===== src/iolp_map.svh =====
// register map and timing constants of the interrupt option and low-power controller
`ifndef IOLP_MAP_SVH
`define IOLP_MAP_SVH
`define IOLP_OPTION_ADDR 12'h0C8
`define IOLP_OPTION_RESET 8'h00
`define IOLP_LEVEL_BIT 6
`define IOLP_POLARITY_BIT 5
`define IOLP_GLOBAL_BIT 4
`define IOLP_OPTION_MASK 8'h70
`define IOLP_STATUS_ADDR 12'h0CC
`define IOLP_STAB_CYCLES 4096
`endif


===== src/iolp_pkg.sv =====
// types of the interrupt option and low-power controller
package iolp_pkg;
    typedef enum logic [3:0] {
        IOLP_RUN = 4'h1,
        IOLP_WAIT = 4'h2,
        IOLP_STOP = 4'h4,
        IOLP_STAB = 4'h8
    } iolp_mode_t;
    typedef enum logic [1:0] {
        IOLP_CTX_NORMAL = 2'h0,
        IOLP_CTX_IRQ = 2'h1,
        IOLP_CTX_NMI = 2'h2
    } iolp_ctx_t;
endpackage


===== src/iolp_ctrl.sv =====
// interrupt option register, request latches and wait/stop sequencing
//
// Register access over APB was left to the implementer.
`timescale 1ns/1ps
`default_nettype none
`include "iolp_map.svh"
module iolp_ctrl #(
    parameter int STAB_CYCLES = `IOLP_STAB_CYCLES
) (
    input wire logic pclk,
    input wire logic presetn,
    input wire logic psel,
    input wire logic penable,
    input wire logic pwrite,
    input wire logic [11:0] paddr,
    input wire logic [31:0] pwdata,
    output logic [31:0] prdata,
    output logic pready,
    output logic pslverr,
    input wire logic nmi_n,
    input wire logic src1_n,
    input wire logic src2,
    input wire logic [1:0] src34_n,
    input wire logic instr_done,
    input wire logic wait_exec,
    input wire logic stop_exec,
    input wire logic [2:0] service_start,
    input wire iolp_pkg::iolp_ctx_t core_ctx,
    input wire logic watchdog_active,
    output logic [4:0] irq_pending,
    output logic wake,
    output logic wake_service,
    output logic core_halted,
    output logic osc_stop,
    output logic entry_refused,
    output logic source1_level_select,
    output logic source2_polarity_select,
    output logic global_irq_enable
);
    import iolp_pkg::*;

    initial begin
        if (STAB_CYCLES < 1 || STAB_CYCLES > 65535) begin
            $error("STAB_CYCLES out of range");
        end
    end

    typedef struct packed {
        logic [7:0] option;
        logic [2:0] s1_sync;
        logic [2:0] s2_sync;
        logic [2:0] nmi_sync;
        logic [5:0] s34_sync;
        logic s1_lvl;
        logic s2_lvl;
        logic nmi_lvl;
        logic nmi_latch;
        logic s1_latch;
        logic s2_latch;
        logic [4:0] pend;
        iolp_mode_t mode;
        iolp_ctx_t ctx;
        logic [15:0] stab_cnt;
        logic wake;
        logic wake_service;
        logic refused;
        logic [31:0] prdata;
        logic pready;
        logic pslverr;
    } iolp_state_t;

    iolp_state_t r;
    iolp_state_t next_r;
    logic s1_now, s1_prev, s2_now, s2_prev, nmi_now, nmi_prev;
    logic s1_fall, s2_rise, s2_fall, nmi_fall;
    logic [4:0] req;
    logic any_enabled;
    logic wake_req;
    logic setup;

    // settled views of the synchronised lines: second and third stages agree
    function automatic logic settled(input logic [2:0] s, input logic old);
        settled = (s[1] == s[2]) ? s[1] : old;
    endfunction

    always_comb begin
        next_r = r;
        // held settled levels; an edge is a change of the held level
        s1_prev = r.s1_lvl;
        s2_prev = r.s2_lvl;
        nmi_prev = r.nmi_lvl;
        s1_now = settled(r.s1_sync, s1_prev);
        s2_now = settled(r.s2_sync, s2_prev);
        nmi_now = settled(r.nmi_sync, nmi_prev);
        next_r.s1_lvl = s1_now;
        next_r.s2_lvl = s2_now;
        next_r.nmi_lvl = nmi_now;
        s1_fall = s1_prev & ~s1_now;
        s2_rise = ~s2_prev & s2_now;
        s2_fall = s2_prev & ~s2_now;
        nmi_fall = nmi_prev & ~nmi_now;
        // three-stage synchronisers for pins
        next_r.s1_sync = {r.s1_sync[1:0], src1_n};
        next_r.s2_sync = {r.s2_sync[1:0], src2};
        next_r.nmi_sync = {r.nmi_sync[1:0], nmi_n};
        next_r.s34_sync = {r.s34_sync[3:0], src34_n};
        // edge latches; a new edge wins over a service clear
        if (service_start == 3'h0) next_r.nmi_latch = 1'b0;
        if (service_start == 3'h1) next_r.s1_latch = 1'b0;
        if (service_start == 3'h2) next_r.s2_latch = 1'b0;
        if (nmi_fall) next_r.nmi_latch = 1'b1;
        if (!r.option[`IOLP_LEVEL_BIT] && s1_fall) next_r.s1_latch = 1'b1;
        if (r.option[`IOLP_POLARITY_BIT] ? s2_rise : s2_fall) next_r.s2_latch = 1'b1;
        // raw requests; level ones are the low line itself
        req[0] = r.nmi_latch;
        req[1] = r.option[`IOLP_LEVEL_BIT] ? ~s1_now : r.s1_latch;
        req[2] = r.s2_latch;
        req[3] = ~(r.s34_sync[3] | r.s34_sync[5]) & (r.s34_sync[3] == r.s34_sync[5]);
        req[4] = ~(r.s34_sync[4] | r.s34_sync[2]) & (r.s34_sync[4] == r.s34_sync[2]);
        // maskable sources gated by the global enable
        req[4:1] = req[4:1] & {4{r.option[`IOLP_GLOBAL_BIT]}};
        any_enabled = |req;
        // the whole enable also gates wake-up, nmi included
        wake_req = r.option[`IOLP_GLOBAL_BIT] & any_enabled;
        // sample pending lines after each instruction
        if (instr_done) next_r.pend = req;
        next_r.wake = 1'b0;
        next_r.wake_service = 1'b0;
        next_r.refused = 1'b0;
        case (r.mode)
            IOLP_RUN: begin
                if ((wait_exec || stop_exec) && any_enabled) begin
                    next_r.refused = 1'b1;
                end else if (stop_exec && !watchdog_active) begin
                    next_r.mode = IOLP_STOP;
                    next_r.ctx = core_ctx;
                end else if (wait_exec || stop_exec) begin
                    next_r.mode = IOLP_WAIT;
                    next_r.ctx = core_ctx;
                end
            end
            IOLP_WAIT: begin
                if (wake_req) begin
                    next_r.mode = IOLP_RUN;
                    next_r.wake = 1'b1;
                    // service decision by entry context
                    next_r.wake_service = (r.ctx == IOLP_CTX_NORMAL) |
                        ((r.ctx == IOLP_CTX_IRQ) & req[0]);
                    next_r.pend = req;
                end
            end
            IOLP_STOP: begin
                if (wake_req) begin
                    next_r.mode = IOLP_STAB;
                    next_r.stab_cnt = 16'(STAB_CYCLES - 1);
                end
            end
            IOLP_STAB: begin
                if (r.stab_cnt == 16'h0000) begin
                    next_r.mode = IOLP_RUN;
                    next_r.wake = 1'b1;
                    next_r.wake_service = (r.ctx == IOLP_CTX_NORMAL) |
                        ((r.ctx == IOLP_CTX_IRQ) & req[0]);
                    next_r.pend = req;
                end else begin
                    next_r.stab_cnt = r.stab_cnt - 16'h0001;
                end
            end
            default: next_r.mode = IOLP_RUN;
        endcase
        // apb slave: zero-wait answer in the access cycle
        setup = psel & ~penable;
        next_r.pready = setup;
        next_r.pslverr = 1'b0;
        next_r.prdata = 32'h0000_0000; // option register reads as zero
        // the write lands at the edge that closes the access phase
        if (psel && penable && r.pready && pwrite && paddr == `IOLP_OPTION_ADDR) begin
            next_r.option = pwdata[7:0] & `IOLP_OPTION_MASK;
        end
        if (setup) begin
            if (paddr == `IOLP_OPTION_ADDR) begin
                next_r.pslverr = 1'b0;
            end else if (paddr == `IOLP_STATUS_ADDR) begin
                if (!pwrite) next_r.prdata = {23'h000000, r.pend, r.mode};
            end else begin
                next_r.pslverr = 1'b1;
            end
        end
    end

    // single state register; reset clears options
    always_ff @(posedge pclk or negedge presetn) begin
        if (!presetn) begin
            r <= '0;
            r.option <= `IOLP_OPTION_RESET;
            r.s1_sync <= 3'h7;
            r.s2_sync <= 3'h0;
            r.nmi_sync <= 3'h7;
            r.s1_lvl <= 1'b1;
            r.nmi_lvl <= 1'b1;
            r.s34_sync <= 6'h3F;
            r.mode <= IOLP_RUN;
            r.ctx <= IOLP_CTX_NORMAL;
        end else begin
            r <= next_r;
        end
    end

    // outputs straight from the state; oscillator select is not touched here
    always_comb begin
        prdata = r.prdata;
        pready = r.pready;
        pslverr = r.pslverr;
        irq_pending = r.pend;
        wake = r.wake;
        wake_service = r.wake_service;
        core_halted = (r.mode != IOLP_RUN);
        osc_stop = (r.mode == IOLP_STOP);
        entry_refused = r.refused;
        source1_level_select = r.option[`IOLP_LEVEL_BIT];
        source2_polarity_select = r.option[`IOLP_POLARITY_BIT];
        global_irq_enable = r.option[`IOLP_GLOBAL_BIT];
    end
endmodule
`default_nettype wire


===== config.mk =====
export PLATFORM = sky130hd
export DESIGN_NAME = iolp_ctrl
export DESIGN_NICKNAME = d
export VERILOG_FILES = /design/src/iolp_pkg.sv /design/src/iolp_ctrl.sv
export VERILOG_INCLUDE_DIRS = /design/src
export SDC_FILE = /design/constraint.sdc
export NUM_CORES = 1
export LEC_CHECK = 0
export BUFFER_PORTS_ARGS = -buffer_cell sky130_fd_sc_hd__buf_2
export CORE_MARGIN = 2
export CORE_UTILIZATION = 33
export CTS_CLUSTER_DIAMETER = 150
export DETAILED_ROUTE_END_ITERATION = 6
export PLACE_DENSITY = 0.55
export SETUP_SLACK_MARGIN = 0.4
export SYNTH_ARGS = -nofsm -noshare
export SYNTH_HDL_FRONTEND = slang
export SYNTH_SLANG_ARGS = --single-unit

===== constraint.sdc =====
create_clock -name pclk -period 2.4 [get_ports pclk]
set_input_delay 0.12 -clock pclk [delete_from_list [all_inputs] [get_ports pclk]]
set_output_delay 0.12 -clock pclk [all_outputs]
set_load 0.01 [all_outputs]

* Word-level counts from Yosys, hierarchy flattened
Cells that the tools add are included.
Storage, ports and cells: input port bits 63, output and inout bits 47, logic and storage cells 121, bits in registers 88
Cells by class: muxes and demuxes 35, equal/unequal tests 21, bitwise operators 21, reduce and logical (&&, ||, !) cells 22, add/subtract/negate cells 1
Operator list (number):
- 9-bit two-way mux | 6
- 16-bit two-way mux | 2
- 16-bit one-hot mux with 2 select lines | 1
- 12-bit by 8-bit equality test with 1-bit output (second input constant) | 2
- 6-bit two-way mux | 3
- 16-bit zero test | 1
- 1-bit two-way mux | 16
- 4-bit one-hot mux with 4 select lines | 1
- 16-bit by 1-bit subtractor with 16-bit output (second input constant) | 1
- 5-bit one-hot mux with 2 select lines | 1
- 2-bit nonzero test | 5
- 1-bit bitwise AND | 9
- 2-bit != test (second input constant) | 4
- 1-bit inverter | 8
- 1-bit logical AND | 7
- 3-bit AND reduction | 2
- 1-bit equality test | 5
- 5-bit two-way mux | 1
- 5-bit AND reduction | 1
- 5-bit OR reduction | 1
- 4-bit bitwise AND | 1
- 4-bit by 1-bit equality test with 1-bit output (second input constant) | 1
- 4-bit by 2-bit equality test with 1-bit output (second input constant) | 1
- 4-bit by 3-bit equality test with 1-bit output (second input constant) | 1
- 15 further kinds | 19

* Depth between registers and ports, before layout
Gate-level depths: netlist of run 1.
depth in word-level cells 9, mapped depth 8

* Least setup slack after synthesis of run 1
Ideal clock, no wire load.
path kind register -> register, from register r[41] (netlist bit), to register r (netlist bit irq_pending[0]), arrival 2.277 ns, cell stages (with the launch flop) 7, required time 2.275 ns, period minus slack after synthesis 2.402 ns, path slack -0.002 ns, setup time 0.125 ns, cells stage by stage dfrtp_1 or4_4 or4_1 buf_2 nor3_2 a211o_2 mux2_2
RTL lines:
- start, declared | line iolp_ctrl.sv:72 | iolp_state_t r;
- start signal, assigned | line iolp_ctrl.sv:205 | r <= next_r;

* Final worst setup path of run 1
from register r[43] (netlist bit), to register r[44] (netlist bit)
On the way: cells in the longest elaborated chain, start to end 3, elaborated cells on any way between the ends 6, classes of those cells add/sub: 1; eq/ne: 1; mux: 2; reduce/logical: 2
Ends and longest elaborated chain (line):
- 16-bit by 1-bit subtractor with 16-bit output / 16-bit zero test (equally long branches) | iolp_ctrl.sv:166, iolp_ctrl.sv:159
- 16-bit two-way mux / 2-bit != test (equally long branches)
- 16-bit one-hot mux with 2 select lines / 3-bit AND reduction (equally long branches)
Several ways; a longest one is shown, not always the timed one. The select of a mux whose other input is x is not followed. A chain may end at the register's enable or synchronous reset.

==> metrics.md, run 1 <==
| Metric | Value |
|---|---|
| Status | complete, no violations |
| GP Congestion | 0.7475 |
| Clk sinks | 65 |
| Max cap viols | 0 |
| Measured slew at the worst slew-check pin | 816.3 ps |
| RSZ-0062 raised after global routing | true |
| Final HPWL DP | 4040 um |
| Worst Clk Skew | 10.40 ps |
| DRC errors left | 0 |
| Most common cell in the netlist | dfrtp_1 |
| Root buf cell | clkbuf_8 |
| CP required | 2630 ps |
| First-pass GRT wire length | between 9000 and 10000 um |
| Synth-to-layout area growth | 26.90% |
| R2r startpoint | r[43] |
| Critical path peak fanout | 6 |
| Crit end category | register |
| Yosys warnings | 0 |
| Layout cells sized above 1 | 0.3911 |
| CTS tree | done |
| Synth Area in Compound Gates | 0.1214 |
| Final Critical Period | 2306 ps |
| Post-Syn Instances | 273 |
| Clock transition at path regs | 70 ps |
| Synth async-reset ratio | 1.000 |
| Slew headroom | 0.4558 |
| Reg2Reg Depth | 6 |
| Longest Clk Path Bufs | 2 |
| Drt first pass iters | 4 |
| Antenna violations before repair | 0 |
| 1st-iter DRT viols | 94 |
| Post-synthesis mux area share | 0.03688 |
| Final #Nets | 418 |
| Post-Syn Area | 0.003019 sq mm |
| Inserted Clock Buffers | 9 |
| Via density | 4.648 |
| Startpoint Class | register |
| N_diodes | 0 |
| Synth top area cells | dfrtp_1 (41%), dfstp_2 (13%), buf_4 (9.2%) |
| Seq cells post-synth | 65 |
| Arr. time, crit path | 2530 ps |
| Post-DRT Antenna Nets | 0 |
| FF-to-FF End | r[44] |
| Synth Area in Adders | 0.01823 |
| Hold Path Sink | source1_level_select |
| Total Routed Length | 5877 um |
| Clk Latency, worst-skew pair | approximately 340 ps |
| Post-synth top cells | dfrtp_1 (50), buf_4 (37), nor2_1 (16) |
| Synthesized area per cell | 11.06 sq um |
| Die area | 0.009930 sq mm |
| CP most frequent cell | or4_4 |
| FMAX | 433.6 MHz |
| All-Layer GR Usage | 0.1254 |
| Final Max Slew Viols | 0 |
| Row count | 34 |
| Final-report setup violation count | 0 |
| Final Total Pwr | around 2.6 mW |
| Number of global-route vias before repair | 2020 |
| DR vias | between 2000 and 2500 |
| Post-synthesis cell type count | 52 |
| DIE HEIGHT | 99.65 um |
| Cells along the critical path | or4_4 -> or4_4 -> o21a_4 -> a21oi_4 -> inv_2 -> o21a_1 |
| Sequential element share of the synthesized area | 0.5450 |
| Simple logic cell fraction of the synthesized area | 0.1600 |
| Largest net degree at the start of global routing | 66 |
| Maximum vdd ir drop | 0.2955 mV |
| Pwr Density | 688.4 mW/mm^2 |
| Leading area contributor after synthesis | dfrtp_1 |
| Largest family of logic cells by synthesized area | simple AND/OR/NAND/NOR gates |
| XOR/XNOR Fraction of Synth Area | 0 |
| HP Start | pwdata[6] |
| Core Box Area | 0.008806 sq mm |
| CP max stage cell | or4_4 |
| Number of top-level pins | 110 |
| Hold depth | 2 |
| Ys flop type | dfrtp_1 |
| Avg WL per Cell | around 13 um |
| Crit path largest cell delay | 570 ps |
| Die width | about 100 um |
| Port buffer count | 57 |
| Worst Path Buf+Inv | 1 |
| Final hold vios | 0 |
| Post-synth EDFFs | 0 |
| Crit path from | r[43] |
| H-tree Lvls | 3 |
| Initial Util | 0.3429 |
| Crit path max-delay family | simple AND/OR/NAND/NOR gates |
| HP Class | in2reg |
| Static leakage | roughly 1.9 nW |
| Crit path kind | reg2reg |
| Final Cycle Share | 0.9608 |
| Worst R2R Setup Slack | 90 ps |
| Share of the synthesized area in the top cell type | 0.4144 |
| Total gr overflow | 0 |
| Final setup TNS | 0 ps |
## power by group
| group | leakage, nW | switching [mW] | internal, mW | total (mW) |
|---|---|---|---|---|
| sequential | 0.815 | 0.0429 | 1.18 | 1.22 |
| clock | 0.117 | 0.429 | 0.696 | 1.13 |
| combinational | 0.979 | 0.154 | 0.140 | 0.294 |
## worst max-delay path by stage
stage / to / slack [ps] / depth (start not counted)
global placement: r[38] / 90 / 6
detailed placement: r[38] / 90 / 6
CTS: r[37] / 80 / 6
finish: r[44] / 90 / 6
floorplan: r[47] / 140 / 7
global route: r[43] / 20 / 6
## layout make-up
class / instances / area [sq um]
clock buffers: 10 / 127.6
flip-flops and latches: 65 / 1645
inverters: 14 / 52.55
clock inverters: 6 / 115.1
fillers: 829 / 4975
well taps: 108 / 135.1
repair buffers: 88 / 565.5
multi-input cells: 175 / 1190
## cell families after synthesis
family | count (synthesis)
AND/OR/NAND/NOR | 85
flip-flops | 65
buffers and inverters | 55
AO/OA/AOI/OAI | 52
multiplexers | 10
adder cells (fa/ha/maj) | 5
other | 1
## cell usage in the layout (no fill, tap or decap), types with 4 or more instances in the layout
cell type / netlist / layout
nand2_1: 11 / 11
mux2_2: 9 / 6
o31ai_2: 0 / 4
conb_1: 1 / 23
o21ai_0: 9 / 8
nand3_1: 4 / 4
or3_1: 4 / 4
dfrtp_1: 50 / 50
buf_4: 37 / 17
inv_1: 13 / 13
buf_2: 1 / 57
clkbuf_8: 0 / 9
nor2_1: 16 / 16
dlygate4sd3_1: 0 / 11
nor4b_1: 5 / 5
and2_1: 12 / 12
dfstp_2: 15 / 15
nor3_1: 14 / 14
o41ai_1: 5 / 5
a21oi_1: 10 / 7
## state kept, by name, indices dropped and copies added (netlist names), 5 cells and up
signal / cells
irq_pending: 5
prdata: 9
r: 30
next_r: 10
## timing repair
item / in CTS / in global routing
hold buffers: 11 / 0
gates resized for setup: 8 / 7
setup buffers: 3 / 4
pin swaps: 5 / 4
hold endpoints to repair: 60 / 0
endpoints found under the setup margin: 24 / 25
## per-layer routing
layer  up-vias  GRT usage  share of wire  wire length [um]
li1       1066          -              -                 -
met4         0    0.04847          0.011                63
met3         5    0.03233          0.036               214
met5         -          0              0                 0
met1      1027     0.1762           0.51              2982
met2        68     0.1856           0.45              2616
## per-stage QoR
| step | util | setup slack, ps | cell area [sq um] | hold slack [ps] | std cells |
|---|---|---|---|---|---|
| after floorplan | - | 137.8 | 3133 | -175.6 | 295 |
| after global placement | 0.3811 | 92.40 | 3356 | 227.5 | 432 |
| after detailed placement | 0.3811 | 94.33 | 3356 | 226.2 | 432 |
| after CTS | 0.4284 | 82.11 | 3772 | 0.4432 | 462 |
| after global routing | 0.4351 | 20.21 | 3831 | 18.88 | 466 |
| final | 0.4351 | 93.97 | 3831 | 18.81 | 466 |
## worst reg2reg max path, stage by stage, from the launching register on
cell and delay (ps):
dfrtp_1 400, or4_4 550, or4_4 570, o21a_4 250
a21oi_4 180, inv_2 80, o21a_1 170
Power figures use the tool's default switching activity.
==> run 2, diff against run 1 <==
--- a/config.mk
+++ b/config.mk
@@ -7,11 +7,12 @@
 export NUM_CORES = 1
 export LEC_CHECK = 0
 export BUFFER_PORTS_ARGS = -buffer_cell sky130_fd_sc_hd__buf_2
+export CORE_ASPECT_RATIO = 1.1
 export CORE_MARGIN = 2
-export CORE_UTILIZATION = 33
+export CORE_UTILIZATION = 42
 export CTS_CLUSTER_DIAMETER = 150
 export DETAILED_ROUTE_END_ITERATION = 6
-export PLACE_DENSITY = 0.55
+export PLACE_DENSITY = 0.68
 export SETUP_SLACK_MARGIN = 0.4
 export SYNTH_ARGS = -nofsm -noshare
 export SYNTH_HDL_FRONTEND = slang
==> metrics.md, run 2 (synthesis results as in run 1) <==
| Metric | Value |
|---|---|
| Status | complete, no violations (unchanged) |
| Logic pwr share | 0.122 (was 0.112) |
| Measured slew at the worst slew-check pin | 751.4 ps (was 816.3 ps) |
| Arr. time, crit path | 2510 ps (was 2530 ps) |
| Initial Util | 0.4309 (was 0.3429) |
| R2r startpoint | r[43] (unchanged) |
| Slew headroom | 0.4991 (was 0.4558) |
| Final HPWL DP | 4013 um (was 4040 um) |
| GP Congestion | 0.8287 (was 0.7475) |
| Switch Pwr | 0.6555 mW (was 0.6262 mW) |
| DIE HEIGHT | 92.93 um (was 99.65 um) |
| Row count | 32 (was 34) |
| Final Max Slew Viols | 0 (unchanged) |
| Die width | 84.84 um (was 99.65 um) |
| FF+latch area | 0.001645 sq mm (unchanged) |
| Clk Latency, worst-skew pair | 350 ps (was 340 ps) |
| FMAX | 436.6 MHz (was 433.6 MHz) |
| Max cap viols | 0 (unchanged) |
| Reg2Reg Depth | 5 (was 6) |
| Final hold vios | 0 (unchanged) |
| Layout fillers | 630 (was 829) |
| DRC errors left | 0 (unchanged) |
| Maximum vdd ir drop | 0.3560 mV (was 0.2955 mV) |
| Largest net degree at the start of global routing | 37 (was 66) |
| Antenna violations before repair | 0 (unchanged) |
| RSZ-0062 raised after global routing | true (unchanged) |
| CTS tree | done (unchanged) |
| Number of global-route vias before repair | 2181 (was 2020) |
| DR vias | 2184 (was 2166) |
| HP Start | core_ctx[1] (was pwdata[6]) |
| Area occupied by multi-input gates | 0.001166 sq mm (was 0.001190 sq mm) |
| First-pass GRT wire length | 9777 um (was 9832 um) |
| Final Cycle Share | 0.9543 (was 0.9608) |
| CP required | 2620 ps (was 2630 ps) |
| Core Box Area | 0.007007 sq mm (was 0.008806 sq mm) |
| Hold depth | 2 (unchanged) |
| Most frequent cells in the layout | buf_2 (57), dfrtp_1 (50), conb_1 (23) (unchanged) |
| Final-report setup violation count | 0 (unchanged) |
| Drt first pass iters | 3 (was 4) |
| Clk pwr share | 0.385 (was 0.427) |
| Final Critical Period | 2290 ps (was 2306 ps) |
| Clk sinks | 65 (unchanged) |
| Static leakage | 1.897 nW (was 1.911 nW) |
| Final setup TNS | 0 ps (unchanged) |
| FF-to-FF End | r[51] (was r[44]) |
| Inserted Clock Buffers | 9 (unchanged) |
| Via density | 4.897 (was 4.648) |
| Number of top-level pins | 110 (unchanged) |
| Crit path kind | reg2reg (unchanged) |
| Most flops, register | r (unchanged) |
| Worst R2R Setup Slack | 110 ps (was 90 ps) |
| H-tree Lvls | 3 (unchanged) |
| Number of flip-flops under the largest register name | 30 (unchanged) |
| All-Layer GR Usage | 0.1590 (was 0.1254) |
| Switch share | 0.2658 (was 0.2374) |
| Post-DRT Antenna Nets | 0 (unchanged) |
| Port buffer count | 57 (unchanged) |
| Critical path peak fanout | 6 (unchanged) |
| Startpoint Class | register (unchanged) |
| Sequential share of power | 0.493 (was 0.462) |
| Root buf cell | clkbuf_8 (unchanged) |
| Synth-to-layout area growth | 24.74% (was 26.90%) |
| Total gr overflow | 0 (unchanged) |
| Final Total Pwr | 2.466 mW (was 2.638 mW) |
| Total Routed Length | 5786 um (was 5877 um) |
| Commonest non-fill, non-tap cell in the layout | buf_2 (unchanged) |
| Longest Clk Path Bufs | 2 (unchanged) |
| Die area | 0.007884 sq mm (was 0.009930 sq mm) |
| Clock transition at path regs | 70 ps (about the same) |
| N_diodes | 0 (unchanged) |
| Avg WL per Cell | 12.97 um (was 12.61 um) |
| Hold Path Sink | r[54] (was source1_level_select) |
| Worst Clk Skew | 11.80 ps (was 10.40 ps) |
| Final #Nets | 421 (was 418) |
| Int Power | 1.810 mW (was 2.011 mW) |
| HP Class | in2reg (unchanged) |
| 1st-iter DRT viols | 119 (was 94) |
| Crit end category | register (unchanged) |
| Pwr Density | 654.8 mW/mm^2 (was 688.4 mW/mm^2) |
| Layout cells sized above 1 | 0.3878 (was 0.3911) |
run 2: cell types whose count changed in the layout (fill, tap and decap cells not counted), moves of 2 or more:
cell	before	now
a21oi_1	7	9
buf_4	17	21
o31ai_1	2	6
o21ai_1	1	3
inv_6	1	3
dlygate4sd3_1	11	9
o31ai_2	4	0
a21oi_2	3	1
bufinv_16	3	1
o21ai_2	2	0
run 2: power by group through the flow:
stage / Combinational, mW / Sequential (mW) / Clock, mW
2_1_floorplan: 0.216 / 1.23 / 0
3_3_place_gp: 0.258 / 1.24 / 0
3_5_place_dp: 0.264 / 1.24 / 0
4_1_cts: 0.300 / 1.22 / 0.970
5_1_grt: 0.332 / 1.23 / 1.03
6_report: 0.300 / 1.22 / 0.950
run 2: worst max-delay path by stage:
stage	from	to	slack [ps]
after global placement	r[43]	r[38]	80
after CTS	r[42]	r[44]	80
final	r[43]	r[51]	110
after floorplan	r[43]	r[47]	140
after detailed placement	r[43]	r[44]	70
after global routing	r[43]	r[42]	40
run 2: critical path: stages (launching register included):
cell	delay, ps
dfrtp_1	380
or4_4	540
or4_4	560
buf_4	170
o311a_1	290
a211o_1	230
run 2: repair_timing:
item / 4_1_cts / 5_1_grt
hold endpoints to repair: 30 / 0
gates resized for setup: 7 / 3
endpoints found under the setup margin: 24 / 25
hold buffers: 9 / 0
buffers inserted: 11 / 1
pin swaps: 5 / 6
run 2: metrics by stage:
| step | hold WS, ps | cell area (sq um) | setup WS [ps] | util | cells |
|---|---|---|---|---|---|
| 3_3_place_gp | 225.4 | 3327 | 84.12 | 0.4748 | 409 |
| 3_5_place_dp | 226.2 | 3327 | 66.02 | 0.4748 | 409 |
| 5_1_grt | 2.733 | 3766 | 43.20 | 0.5375 | 446 |
| 6_report | 15.20 | 3766 | 109.6 | 0.5375 | 446 |
| 4_1_cts | 0.2441 | 3746 | 75.63 | 0.5346 | 445 |
| 2_1_floorplan | -175.6 | 3133 | 137.8 | - | 295 |
run 2: area by class of cell:
class | count | share of cell area
flip-flops and latches | 65 | 0.4369
clock inverters | 7 | 0.02027
repair buffers | 91 | 0.1581
clock buffers | 9 | 0.03289
inverters | 14 | 0.01395
multi-input cells | 175 | 0.3096
well taps | 85 | 0.02824
run 2: metal layers:
metal | track usage | routed length (um)
met1 | 0.1998 | 2733
met5 | 0 | 0
met3 | 0.03298 | 208
met4 | 0.08862 | 136
met2 | 0.2552 | 2708
